[src/port_policy_pkg.sv]
// Shared constants and types for the port policy and device control block
package port_policy_pkg;

	////////////////////////////////////////////////////////////////////////
	// Register map (byte addresses)
	localparam int          AXI_AW      = 8;
	localparam logic [7:0]  A_DEV       = 8'h00;
	localparam logic [7:0]  A_OAM       = 8'h04;
	localparam logic [7:0]  A_COS       = 8'h08;
	localparam logic [7:0]  A_CMD       = 8'h0C;
	localparam logic [7:0]  A_STAT      = 8'h10;
	localparam logic [7:0]  A_PORT_BASE = 8'h20;
	localparam logic [7:0]  A_PORT_END  = 8'h60;
	localparam logic [1:0]  P_CFG       = 2'h0;
	localparam logic [1:0]  P_ING       = 2'h1;
	localparam logic [1:0]  P_EG        = 2'h2;
	localparam logic [1:0]  P_STAT      = 2'h3;

	////////////////////////////////////////////////////////////////////////
	// Field positions
	localparam int DEV_LEARN  = 0;
	localparam int DEV_PAUSE  = 1;
	localparam int DEV_STRICT = 2;
	localparam int DEV_ACCEPT = 3;
	localparam int DEV_LFP    = 4;
	localparam int CMD_PAUSE  = 0;
	localparam int CMD_RMT_A  = 1;
	localparam int CMD_RMT_B  = 2;
	localparam int CMD_DFLT   = 3;
	localparam int CMD_SAVE   = 4;
	localparam int CMD_REBOOT = 5;
	localparam int CMD_KEY    = 8;

	////////////////////////////////////////////////////////////////////////
	// Encodings, limits and reset values
	localparam logic [1:0]  SPD_10     = 2'h0;
	localparam logic [1:0]  SPD_100    = 2'h1;
	localparam logic [1:0]  SPD_1000   = 2'h2;
	localparam logic [1:0]  GR_UNL     = 2'h0;
	localparam logic [1:0]  GR_64K     = 2'h1;
	localparam logic [1:0]  GR_1M      = 2'h2;
	localparam logic [1:0]  GR_10M     = 2'h3;
	localparam logic [6:0]  N_MIN      = 7'h01;
	localparam logic [6:0]  N_MAX      = 7'h64;
	localparam logic [10:0] OAM_MIN    = 11'h03C;
	localparam logic [10:0] OAM_MAX    = 11'h5EE;
	localparam logic [10:0] OAM_RST    = 11'h5DC;
	localparam logic [15:0] COS_RST    = 16'hFA50;
	localparam logic [5:0]  DEV_RST    = 6'h01;
	localparam logic [4:0]  PCFG_RST   = 5'h19;
	localparam logic [8:0]  RATE_RST   = 9'h000;
	localparam logic [7:0]  REBOOT_KEY = 8'hA5;
	localparam logic [1:0]  RESP_OKAY  = 2'h0;
	localparam logic [1:0]  RESP_SLV   = 2'h2;

	////////////////////////////////////////////////////////////////////////
	// Timing and metering
	localparam int CLK_MHZ       = 250;
	localparam int REFILL_US     = 1000;
	localparam int REFILL_CYCLES = REFILL_US * CLK_MHZ;
	localparam int BPS_64K       = 64000;
	localparam int BPS_1M        = 1000000;
	localparam int BPS_10M       = 10000000;
	localparam int B_64K = (BPS_64K / 8) * REFILL_US / 1000000;
	localparam int B_1M  = (BPS_1M / 8) * REFILL_US / 1000000;
	localparam int B_10M = (BPS_10M / 8) * REFILL_US / 1000000;
	localparam int CW          = 20;
	localparam int LEN_W       = 11;
	localparam int MAX_FRAME   = 1518;
	localparam int TAB_DEPTH   = 16;
	localparam int NPORT       = 4;

	////////////////////////////////////////////////////////////////////////
	// Types
	typedef struct packed {
		logic       full;
		logic [1:0] speed;
		logic       manual;
		logic       active;
	} port_cfg_t;

	typedef struct packed {
		logic [6:0] n;
		logic [1:0] gran;
	} rate_cfg_t;

	typedef struct packed {
		logic [47:0] src_mac;
		logic [47:0] dst_mac;
		logic [1:0]  src_port;
		logic [2:0]  cos;
	} fwd_req_t;

	typedef struct packed {
		logic [3:0] mask;
		logic [1:0] prio;
	} fwd_res_t;

endpackage : port_policy_pkg

[src/switch_port_policy_control.sv]
// Port policy, rate metering, forwarding decision and device control
//
// Functional notes
// Manual copper port runs forced 10/100/1000
// Forced gigabit half duplex is rejected
// Forced speed/duplex applied only in manual
// Separate ingress and egress caps per port
// Egress excess raises pause, never drops
// Ingress excess dropped, no flow control
// Limit is granularity times multiplier n
// Multiplier n accepted only 1 to 100
// Learning fills table, forwards to owner
// Learning off: table empty, flood others
// Pause enable flips on each toggle
// Scheduling weighted or strict priority
// OAM PDU limit kept within 60..1518
// Remote reset obeyed only when accepted
// Send reset request to fiber 1 or 2
// Eight-entry map from CoS to priority
// Per-fiber link fault pass-through enable
// Load defaults restores and stores settings
// Confirmed reboot gives warm restart
// Inactive port passes nothing, link down
// Port settings apply only on save; the code applies ingress and egress rate caps as soon as they are written
// Credit meter per direction, unlimited bypass
`timescale 1ns/1ps
module switch_port_policy_control
	import port_policy_pkg::*;
#(
	parameter int REFILL = REFILL_CYCLES
) (
	// Clock, reset, enable
	input  wire logic                  ref_clk,
	input  wire logic                  srst,
	input  wire logic                  ce,
	// AXI4-Lite slave
	input  wire logic [AXI_AW-1:0]     awaddr,
	input  wire logic                  awvalid,
	output logic                       awready,
	input  wire logic [31:0]           wdata,
	input  wire logic [3:0]            wstrb,
	input  wire logic                  wvalid,
	output logic                       wready,
	output logic [1:0]                 bresp,
	output logic                       bvalid,
	input  wire logic                  bready,
	input  wire logic [AXI_AW-1:0]     araddr,
	input  wire logic                  arvalid,
	output logic                       arready,
	output logic [31:0]                rdata,
	output logic [1:0]                 rresp,
	output logic                       rvalid,
	input  wire logic                  rready,
	// Rate metering events
	input  wire logic [3:0]            ing_valid,
	input  wire logic [3:0][LEN_W-1:0] ing_len,
	output logic [3:0]                 ing_pass,
	output logic [3:0]                 ing_drop,
	input  wire logic [3:0]            eg_valid,
	input  wire logic [3:0][LEN_W-1:0] eg_len,
	output logic [3:0]                 pause_req,
	// Forwarding decision
	input  wire logic                  fwd_valid,
	input  wire fwd_req_t              fwd_req,
	output logic                       fwd_done,
	output fwd_res_t                   fwd_res,
	// Port control
	output logic [3:0]                 port_link_en,
	output logic [3:0]                 port_forced,
	output logic [3:0][1:0]            port_speed,
	output logic [3:0]                 port_full,
	// Device control
	output logic                       learn_en,
	output logic                       pause_en,
	output logic                       qos_strict,
	output logic [1:0]                 link_fault_passthrough,
	output logic [10:0]                oam_max_len,
	input  wire logic                  remote_rst_cmd,
	output logic [1:0]                 remote_rst_req,
	output logic                       warm_restart,
	output logic                       nvm_store
);

	////////////////////////////////////////////////////////////////////////
	// State
	logic [5:0]      dev_q;
	logic [10:0]     oam_q;
	logic [15:0]     cos_q;
	port_cfg_t       stage [NPORT];
	port_cfg_t       cur   [NPORT];
	rate_cfg_t       ing_cfg [NPORT];
	rate_cfg_t       eg_cfg  [NPORT];
	logic            aw_rdy;
	logic [17:0]     tick_cnt;
	logic [47:0]     tab_mac  [TAB_DEPTH];
	logic [1:0]      tab_port [TAB_DEPTH];
	logic [TAB_DEPTH-1:0] tab_vld;

	////////////////////////////////////////////////////////////////////////
	// Register read decode, shared by reads and write merges
	function automatic logic [32:0] reg_val(input logic [7:0] a);
		logic [1:0]  p;
		logic [32:0] v;
		p = a[5:4] - 2'h2;
		v = {1'b0, 32'h0};
		if (a == A_DEV)
			v = {1'b1, 26'h0, dev_q};
		else if (a == A_OAM)
			v = {1'b1, 21'h0, oam_q};
		else if (a == A_COS)
			v = {1'b1, 16'h0, cos_q};
		else if (a == A_CMD)
			v = {1'b1, 32'h0};
		else if (a == A_STAT)
			v = {1'b1, 24'h0, port_link_en, pause_req};
		else if (a >= A_PORT_BASE && a < A_PORT_END && a[1:0] == 2'h0) begin
			case (a[3:2])
				P_CFG:   v = {1'b1, 27'h0, stage[p]};
				P_ING:   v = {1'b1, 23'h0, ing_cfg[p]};
				P_EG:    v = {1'b1, 23'h0, eg_cfg[p]};
				default: v = {1'b1, 27'h0, cur[p]};
			endcase
		end
		return v;
	endfunction : reg_val

	////////////////////////////////////////////////////////////////////////
	// Write decode
	wire        wr_fire = ce & awvalid & awready & wvalid & wready;
	wire [7:0]  wa      = awaddr;
	logic [32:0] wold;
	logic [32:0] rv;
	// Processes, not wires, so state read inside the decode is tracked
	always_comb wold = reg_val(wa);
	always_comb rv = reg_val(araddr);
	wire [31:0] wmask   = {{8{wstrb[3]}}, {8{wstrb[2]}},
	                       {8{wstrb[1]}}, {8{wstrb[0]}}};
	wire [31:0] wv      = (wold[31:0] & ~wmask) | (wdata & wmask);
	wire [1:0]  wp      = wa[5:4] - 2'h2;
	wire        w_port  = wa >= A_PORT_BASE && wa < A_PORT_END;
	wire port_cfg_t pc  = port_cfg_t'(wv[4:0]);
	wire rate_cfg_t rc  = rate_cfg_t'(wv[8:0]);
	wire        pc_ok   = pc.speed != 2'h3 &&
	                      !(pc.speed == SPD_1000 && !pc.full);
	wire        rc_ok   = rc.gran == GR_UNL ||
	                      (rc.n >= N_MIN && rc.n <= N_MAX);
	wire        oam_ok  = wv[10:0] >= OAM_MIN && wv[10:0] <= OAM_MAX;
	wire        is_cmd  = wr_fire && wa == A_CMD;
	wire        w_cfg   = wr_fire && w_port && wa[3:2] == P_CFG && pc_ok;
	wire        w_ing   = wr_fire && w_port && wa[3:2] == P_ING && rc_ok;
	wire        w_eg    = wr_fire && w_port && wa[3:2] == P_EG && rc_ok;
	wire        save_fire   = is_cmd && wv[CMD_SAVE];
	wire        dflt_fire   = is_cmd && wv[CMD_DFLT];
	wire        toggle_fire = is_cmd && wv[CMD_PAUSE];
	wire        reboot_fire = is_cmd && wv[CMD_REBOOT] &&
	                          wv[CMD_KEY +: 8] == REBOOT_KEY;
	wire        w_bad   = !wold[32] ||
	                      (w_port && wa[3:2] == P_CFG && !pc_ok) ||
	                      (w_port && (wa[3:2] == P_ING ||
	                       wa[3:2] == P_EG) && !rc_ok) ||
	                      (wa == A_OAM && !oam_ok);
	wire        restore = srst || dflt_fire;

	////////////////////////////////////////////////////////////////////////
	// AXI4-Lite handshakes
	assign awready = aw_rdy;
	assign wready  = aw_rdy;

	always_ff @(posedge ref_clk) begin
		if (srst) begin
			aw_rdy <= 1'b0;
			bvalid <= 1'b0;
			bresp  <= RESP_OKAY;
		end else if (ce) begin
			aw_rdy <= awvalid & wvalid & ~aw_rdy & ~bvalid;
			if (wr_fire) begin
				bvalid <= 1'b1;
				bresp  <= w_bad ? RESP_SLV : RESP_OKAY;
			end else if (bready)
				bvalid <= 1'b0;
		end
	end

	always_ff @(posedge ref_clk) begin
		if (srst) begin
			arready <= 1'b0;
			rvalid  <= 1'b0;
			rdata   <= 32'h0;
			rresp   <= RESP_OKAY;
		end else if (ce) begin
			arready <= arvalid & ~arready & ~rvalid;
			if (arvalid && arready) begin
				rvalid <= 1'b1;
				rdata  <= rv[31:0];
				rresp  <= rv[32] ? RESP_OKAY : RESP_SLV;
			end else if (rready)
				rvalid <= 1'b0;
		end
	end

	////////////////////////////////////////////////////////////////////////
	// Device settings; defaults restore everything and are then stored
	always_ff @(posedge ref_clk) begin
		if (restore) begin
			dev_q <= DEV_RST;
			oam_q <= OAM_RST;
			cos_q <= COS_RST;
		end else if (ce) begin
			if (wr_fire && wa == A_DEV)
				dev_q <= {wv[5:2], dev_q[DEV_PAUSE], wv[0]};
			else if (toggle_fire)
				dev_q[DEV_PAUSE] <= ~dev_q[DEV_PAUSE];
			if (wr_fire && wa == A_OAM && oam_ok)
				oam_q <= wv[10:0];
			if (wr_fire && wa == A_COS)
				cos_q <= wv[15:0];
		end
	end

	// Command pulses
	always_ff @(posedge ref_clk) begin
		if (srst) begin
			remote_rst_req <= 2'h0;
			warm_restart   <= 1'b0;
			nvm_store      <= 1'b0;
		end else if (ce) begin
			remote_rst_req <= is_cmd ? wv[CMD_RMT_B:CMD_RMT_A] : 2'h0;
			warm_restart   <= reboot_fire ||
			                  (remote_rst_cmd && dev_q[DEV_ACCEPT]);
			nvm_store      <= dflt_fire;
		end
	end

	assign learn_en               = dev_q[DEV_LEARN];
	assign pause_en               = dev_q[DEV_PAUSE];
	assign qos_strict             = dev_q[DEV_STRICT];
	assign link_fault_passthrough = dev_q[DEV_LFP +: 2];
	assign oam_max_len            = oam_q;

	////////////////////////////////////////////////////////////////////////
	// Refill interval for all meters
	wire tick = tick_cnt == 18'(REFILL - 1);

	always_ff @(posedge ref_clk) begin
		if (srst)
			tick_cnt <= 18'h0;
		else if (ce)
			tick_cnt <= tick ? 18'h0 : tick_cnt + 18'h1;
	end

	// Bytes granted per interval
	function automatic logic signed [CW-1:0] fill(input rate_cfg_t r);
		logic [CW-1:0] g;
		case (r.gran)
			GR_64K:  g = CW'(B_64K);
			GR_1M:   g = CW'(B_1M);
			GR_10M:  g = CW'(B_10M);
			default: g = CW'(0);
		endcase
		return $signed(g * CW'(r.n));
	endfunction : fill

	////////////////////////////////////////////////////////////////////////
	// Per-port settings and meters
	for (genvar p = 0; p < NPORT; p++) begin : g_port
		logic signed [CW-1:0] ic;
		logic signed [CW-1:0] ec;
		wire logic [1:0]      pi = 2'(p);
		wire signed [CW-1:0]  ifl = fill(ing_cfg[p]);
		wire signed [CW-1:0]  efl = fill(eg_cfg[p]);
		wire signed [CW-1:0]  icap = ifl + CW'(MAX_FRAME);
		wire signed [CW-1:0]  ecap = efl + CW'(MAX_FRAME);
		wire signed [CW-1:0]  ilen = $signed(CW'(ing_len[p]));
		wire signed [CW-1:0]  elen = $signed(CW'(eg_len[p]));
		wire signed [CW-1:0]  iadd = tick ? ic + ifl : ic;
		wire signed [CW-1:0]  eadd = tick ? ec + efl : ec;
		wire                  iunl = ing_cfg[p].gran == GR_UNL;
		wire                  eunl = eg_cfg[p].gran == GR_UNL;
		wire                  ipass = cur[p].active &&
		                              (iunl || iadd >= ilen);
		wire signed [CW-1:0]  isub = iadd - ((ing_valid[p] && ipass) ?
		                              ilen : CW'(0));
		wire signed [CW-1:0]  esub = eadd - (eg_valid[p] ? elen : CW'(0));
		wire signed [CW-1:0]  next_ic = iunl ? CW'(0) :
		                              (isub > icap ? icap : isub);
		// Floor keeps a sender that ignores pause from wrapping the count
		wire signed [CW-1:0]  next_ec = eunl ? CW'(0) :
		                              (esub > ecap ? ecap :
		                              (esub < -ecap ? -ecap : esub));

		always_ff @(posedge ref_clk) begin
			if (restore) begin
				stage[p]   <= port_cfg_t'(PCFG_RST);
				// Auto mode shows no forced speed or duplex
				cur[p]     <= '{full: 1'b0, speed: SPD_10, manual: 1'b0,
				                active: PCFG_RST[0]};
				ing_cfg[p] <= rate_cfg_t'(RATE_RST);
				eg_cfg[p]  <= rate_cfg_t'(RATE_RST);
			end else if (ce) begin
				if (w_cfg && wp == pi)
					stage[p] <= pc;
				if (w_ing && wp == pi)
					ing_cfg[p] <= rc;
				if (w_eg && wp == pi)
					eg_cfg[p] <= rc;
				if (save_fire) begin
					cur[p] <= stage[p].manual ? stage[p] :
					          '{full: 1'b0, speed: SPD_10, manual: 1'b0,
					            active: stage[p].active};
				end
			end
		end

		always_ff @(posedge ref_clk) begin
			if (srst) begin
				ic           <= CW'(0);
				ec           <= CW'(0);
				ing_pass[p]  <= 1'b0;
				ing_drop[p]  <= 1'b0;
				pause_req[p] <= 1'b0;
			end else if (ce) begin
				ic           <= next_ic;
				ec           <= next_ec;
				ing_pass[p]  <= ing_valid[p] & ipass;
				ing_drop[p]  <= ing_valid[p] & ~ipass;
				pause_req[p] <= next_ec < CW'(0);
			end
		end

		assign port_link_en[p] = cur[p].active;
		assign port_forced[p]  = cur[p].manual;
		assign port_speed[p]   = cur[p].speed;
		assign port_full[p]    = cur[p].full;

	end

	////////////////////////////////////////////////////////////////////////
	// Forwarding decision with address learning
	wire [3:0] di = fwd_req.dst_mac[3:0] ^ fwd_req.dst_mac[11:8];
	wire [3:0] si = fwd_req.src_mac[3:0] ^ fwd_req.src_mac[11:8];
	wire [3:0] src_oh = 4'h1 << fwd_req.src_port;
	wire [3:0] dst_oh = 4'h1 << tab_port[di];
	wire       hit = learn_en && tab_vld[di] && !fwd_req.dst_mac[40] &&
	                 tab_mac[di] == fwd_req.dst_mac;
	wire [3:0] flood = port_link_en & ~src_oh;
	wire [3:0] next_mask = hit ? (dst_oh & port_link_en & ~src_oh) : flood;
	wire [1:0] next_prio = cos_q[{fwd_req.cos, 1'b0} +: 2];
	wire       learn_wr = learn_en && fwd_valid && !fwd_req.src_mac[40];

	// Entries carry no reset; only the valid bits need one
	always_ff @(posedge ref_clk) begin
		if (ce && learn_wr) begin
			tab_mac[si]  <= fwd_req.src_mac;
			tab_port[si] <= fwd_req.src_port;
		end
	end

	always_ff @(posedge ref_clk) begin
		if (srst || (ce && !learn_en))
			tab_vld <= '0;
		else if (ce && learn_wr)
			tab_vld[si] <= 1'b1;
	end

	always_ff @(posedge ref_clk) begin
		if (srst) begin
			fwd_done <= 1'b0;
			fwd_res  <= '0;
		end else if (ce) begin
			fwd_done <= fwd_valid;
			if (fwd_valid)
				fwd_res <= '{mask: next_mask, prio: next_prio};
		end
	end
endmodule : switch_port_policy_control

[config.mk]
export PLATFORM = sky130hd
export DESIGN_NAME = switch_port_policy_control
export DESIGN_NICKNAME = d
export VERILOG_FILES = /design/src/port_policy_pkg.sv /design/src/switch_port_policy_control.sv
export SDC_FILE = /design/constraint.sdc
export NUM_CORES = 2
export LEC_CHECK = 0
export BUFFER_PORTS_ARGS = -buffer_cell sky130_fd_sc_hd__buf_2
export CAP_MARGIN = 20
export CORE_MARGIN = 5
export CORE_UTILIZATION = 45
export CTS_CLUSTER_DIAMETER = 30
export DETAILED_ROUTE_END_ITERATION = 7
export GPL_TIMING_DRIVEN = 0
export PLACE_DENSITY = 0.58
export SYNTH_ARGS = -nofsm -noshare
export SYNTH_HDL_FRONTEND = slang
export SYNTH_SLANG_ARGS = --single-unit
[constraint.sdc]
create_clock -name ref_clk -period 14.6 [get_ports ref_clk]
set_input_delay 4.38 -clock ref_clk [delete_from_list [all_inputs] [get_ports ref_clk]]
set_output_delay 4.38 -clock ref_clk [all_outputs]
set_load 0.01 [all_outputs]
-- Word level (Yosys, flattened, before mapping)
Memory sizes are Yosys's and may differ from the RTL's.
Cells that the tools add are included.
Widths: inputs -> output; s select.
- shift-type cells: 3
- multiplexer cells: 147
- reductions and logical operators: 108
- equality and inequality tests: 44
- magnitude comparators: 31
- add/sub/neg operators: 31
- multiply operators: 8
- bitwise logic cells: 54
- operators by type and width (cell ; number):
    $mux 20 ; 28
    $mux 33 ; 12
    $pmux 11 s3 ; 8
    $add 20x12->20 const B ; 8
    $add 20x20->20 ; 8
    $gt 20x20->1 ; 8
    $mul 20x7->20 ; 8
    $sub 20x12->20 ; 8
    $mux 11 ; 8
    $ge 20x12->1 ; 4
    $lt 20x1->1 const B ; 4
    $lt 20x20->1 ; 4
    $neg 20->20 ; 4
    $mux 9 ; 8
    $mux 1 ; 62
    $logic_and 1x1->1 ; 60
    $mux 5 ; 12
    $pmux 9 s3 ; 2
    $eq 48x48->1 ; 1
    $eq 2x2->1 const B ; 21
    $and 16x16->16 ; 2
    $eq 8x4->1 const B ; 4
    $or 16x16->16 ; 2
    $logic_not 2->1 ; 14
    other kinds (36) ; 126
- RAM bits: 912
- memories kept: 6
- output and inout port bits: 100
- register bits: 290
- logic and storage cells: 471
- memory list (memory ; depth ; bits a word ; read ports ; clocked after memory_dff ; wr ports ; RTL line ; source):
    tab_mac ; 16 ; 48 ; 1 ; 0 ; 1 ; switch_port_policy_control.sv:95 ; logic [47:0] tab_mac [TAB_DEPTH];
    eg_cfg ; 4 ; 9 ; 6 ; 0 ; 4 ; switch_port_policy_control.sv:92 ; rate_cfg_t eg_cfg [NPORT];
    ing_cfg ; 4 ; 9 ; 6 ; 0 ; 4 ; switch_port_policy_control.sv:91 ; rate_cfg_t ing_cfg [NPORT];
    tab_port ; 16 ; 2 ; 1 ; 0 ; 1 ; switch_port_policy_control.sv:96 ; logic [1:0] tab_port [TAB_DEPTH];
    cur ; 4 ; 5 ; 6 ; 0 ; 4 ; switch_port_policy_control.sv:90 ; port_cfg_t cur [NPORT];
    stage ; 4 ; 5 ; 6 ; 0 ; 4 ; switch_port_policy_control.sv:89 ; port_cfg_t stage [NPORT];

-- Depth between registers and ports, before layout
- depth in word-level cells: 22
- mapped depth: 58

-- Least setup slack after synthesis
Ideal clock, no wire load.
- path type: register to register
- start: mem ing_cfg[0][1] (netlist bit)
- end: reg g_port[0].ic[0]
- cell stages (with the launch flop): 48
- path buffers: 4
- setup slack: 2.712 ns
- arrival time: 11.766 ns
- data required time: 14.478 ns
- cells stage by stage: edfxtp_1 > clkbuf_1 > inv_1 > ha_1 > and2_1 > ha_1 > fa_1 > inv_1 > fa_1 > fa_1 > inv_1 > ha_1 > o21a_1 > o21ai_0 > a21oi_1 > o31a_1 > o41a_1 > or4_1 > (+12 left out) > a21o_1 > a21oi_1 > o21bai_1 > a2111oi_0 > o31ai_1 > or2_2 > or4_1 > xnor2_1 > ha_1 > nand2_1 > nor2_1 > a2111oi_0 > or3_1 > or4_4 > and2_1 > buf_6 > buf_2 > a221o_1
- RTL lines (element ; RTL line ; source):
    from (decl) ; switch_port_policy_control.sv:91 ;
    to (signal assigned) ; switch_port_policy_control.sv:322 ; ic <= next_ic;
    to (decl) ; switch_port_policy_control.sv:266 ; logic signed [CW-1:0] ic;

==> out/qor.yml <==
ys_types: 106
clock_path_buffers: 4
clk_latency_ns: 0.93
cts.clk_slew.worst_paths_ns: 0.05
grt_first_pass_wirelength_um: 481000
most-common-layout-cells: "912 x edfxtp_1, 870 x ha_1, 838 x nand2_1"
grt.overflow.total: 0
syn-cell-area_sq_um: 91900
start_util_pct: 45.3
tritoncts: "done"
required_ns: 15.33
status: "completed"
crit_path_start_kind: "flop"
ir_drop_uv: 208
placed_area_sq_um: 98700
worst_slew_pin_slew_ns: 1.17
layout_setup_ws_ns: 0.791
dpl_worst_slack_ns: -0.641
fin_area_sq_um: 108000
finalSetupTns_ns: 0
hold_class: "reg2reg"
ios: 359
p_leak_nw: 45.3
cp.arrival_ns: 14.54
grt.total_usage_pct: 30.2
antenna_found_initial: 46
final_common_cell: "edfxtp_1"
cts_sinks: 1180
wl_um: 331000
fin_nets: 11000
syn_avg_cell_area_sq_um: 10.3
layout.cells.non_filler: 12600
cts_buffers: 293
r2r_cells: 53
synth_top_area_cell: "edfxtp_1"
hold_viol_final: 0
dpl.cell_count: 12000
rsz0062_at_grt: "no"
drc: 0
drv_cap: 0
firstDrtPassIters: 8
vias: 75600
fmax_mhz: 72.4
ys_top_cells_by_area: "edfxtp_1 30%, ha_1 12%, mux4_2 7.3%, dfxtp_1 5.8%, fa_1 5.5%"
die_area_sq_um: 213000
slowest_delay_ns: 0.54
crit_fanout: 10
fill_cells: 17900
fin_skew_ns: 0.0942
syn_to_final_growth_pct: 17.8
grt_pass1_vias: 74800
drv_slew: 0
die-height_um: 462
slew_headroom_pct: 22.3
wl_per_cell_um: 26.3
htreeDepth: 5
clockRootBuffer: "clkbuf_16"
drtAntennaViolNets: 0
min_period_over_period_pct: 94.6
chipWidth_um: 462
power.density_nw_per_um2: 199
path_class: "reg2reg"
ys.flop_type: "edfxtp_1"
setup_viol: 0
cp_common_cell: "fa_1"
finalCriticalPeriod_ns: 13.81
async_flop_share_pct: 0
hold_depth: 2
finish.utilization_pct: 53.4
drtIter0Drc: 6479
synth_top_area_share_pct: 29.8
std_cell_rows: 165
synth-seq-area-share_pct: 35.6
core_sq_um: 203000
drive_above_1_share_pct: 14.1
synth_edf_count: 912
place_hpwl_um: 257000
grt_max_degree: 23
ys_seq_elements: 1180
slowest_stage: "edfxtp_1"
synthCells: 8930
drt-vias-per-instance: 6.01
io_buffers: 316
end_kind: "flop"
cts_hold_buf: 0
gp_congestion: 0.975
yosysWarnings: 0
## logic make-up (layout without fill, tap and decap cells)
group / Yosys count / after routing / synth area share [%]
compound gates: 1966 / 1966 / 14.5
xor+xnor: 553 / 553 / 5.30
mux: 411 / 411 / 8.56
fa+ha+maj: 1122 / 1122 / 17.3
other cells: 1 / 51 / 0.00408
buf+inv: 980 / 1910 / 4.20
simple gates: 2717 / 2717 / 14.5
flops: 1180 / 1180 / 35.6
## flip-flops by register name (all words and copies together) (netlist names), 20 cells and up
register,count
g_port.ic,80
ing_cfg,36
g_port.ec,76
stage,20
tab_port,32
tab_mac,768
cur,20
eg_cfg,36
## layout make-up
class                           count  area [sq um]  area share [%]
Buffer                            330          1460            1.35
Tap cell                         2672          3340            3.09
Inverter                          650          2440            2.25
Clock inverter                    136          1320            1.22
Timing Repair Buffer              417          3330            3.08
Antenna cell                       29          72.6          0.0671
Multi-Input combinational cell   6791         55600            51.3
Sequential cell                  1180         32800            30.3
Clock buffer                      377          7930            7.33
## critical path: cells and delay by family, from the launching register on
| family | cells | cell delay (ns) |
|---|---|---|
| buf+inv | 9 | 1.42 |
| simple gates | 14 | 3.17 |
| fa+ha+maj | 9 | 3.82 |
| flops | 1 | 0.54 |
| compound gates | 20 | 4.37 |
| xor+xnor | 1 | 0.28 |
## synthesized netlist by cell type, drive strengths merged (122+ instances only)
library cell	number
edfxtp	912
ha	870
nand2	838
inv	648
nor2	591
a21oi	435
o21ai	405
xnor2	304
mux4	298
dfxtp	268
fa	252
xor2	247
clkbuf	222
nand3	217
a21o	200
nor3	169
and2	159
nand2b	123
o21a	122
## metrics by stage
stage,hold slack [ns],total power (W)
2_1_floorplan,0.435,0.0120
3_3_place_gp,0.442,0.0150
5_1_grt,0.478,0.0229
6_report,0.454,0.0215
3_5_place_dp,0.451,0.0151
4_1_cts,0.457,0.0213
## power breakdown
part	total [W]	internal, W	switching, W
sequential	0.00405	0.00383	0.000225
combinational	0.0114	0.00438	0.00697
clock	0.00609	0.00413	0.00197
total	0.0215	0.0123	0.00916
## per-layer routing
| metal | vias up | track usage, % | part of all wire, % |
|---|---|---|---|
| met5 | - | 0 | 0.042 |
| met1 | 37200 | 36.7 | 39 |
| met4 | 26 | 16.9 | 6.5 |
| met3 | 811 | 5.90 | 7.1 |
| li1 | 34600 | - | - |
| met2 | 3015 | 50.6 | 47 |
## what timing repair did
item | 4_1_cts | 5_1_grt
setup buffers | 0 | 2
setup endpoints to repair | 57 | 76
resized for setup | 7 | 24
hold endpoints to repair | 0 | 0
pin swaps | 0 | 2
## worst paths after layout
path / slack, ns / to / from
max: 0.79 / g_port[0].ic[16] / ing_cfg[0][1]
min: 0.45 / rdata[5] / rdata[5]
max reg2reg: 0.79 / g_port[0].ic[16] / ing_cfg[0][1]
min reg2reg: 0.45 / rdata[5] / rdata[5]
(Power assumes the default switching activity.)
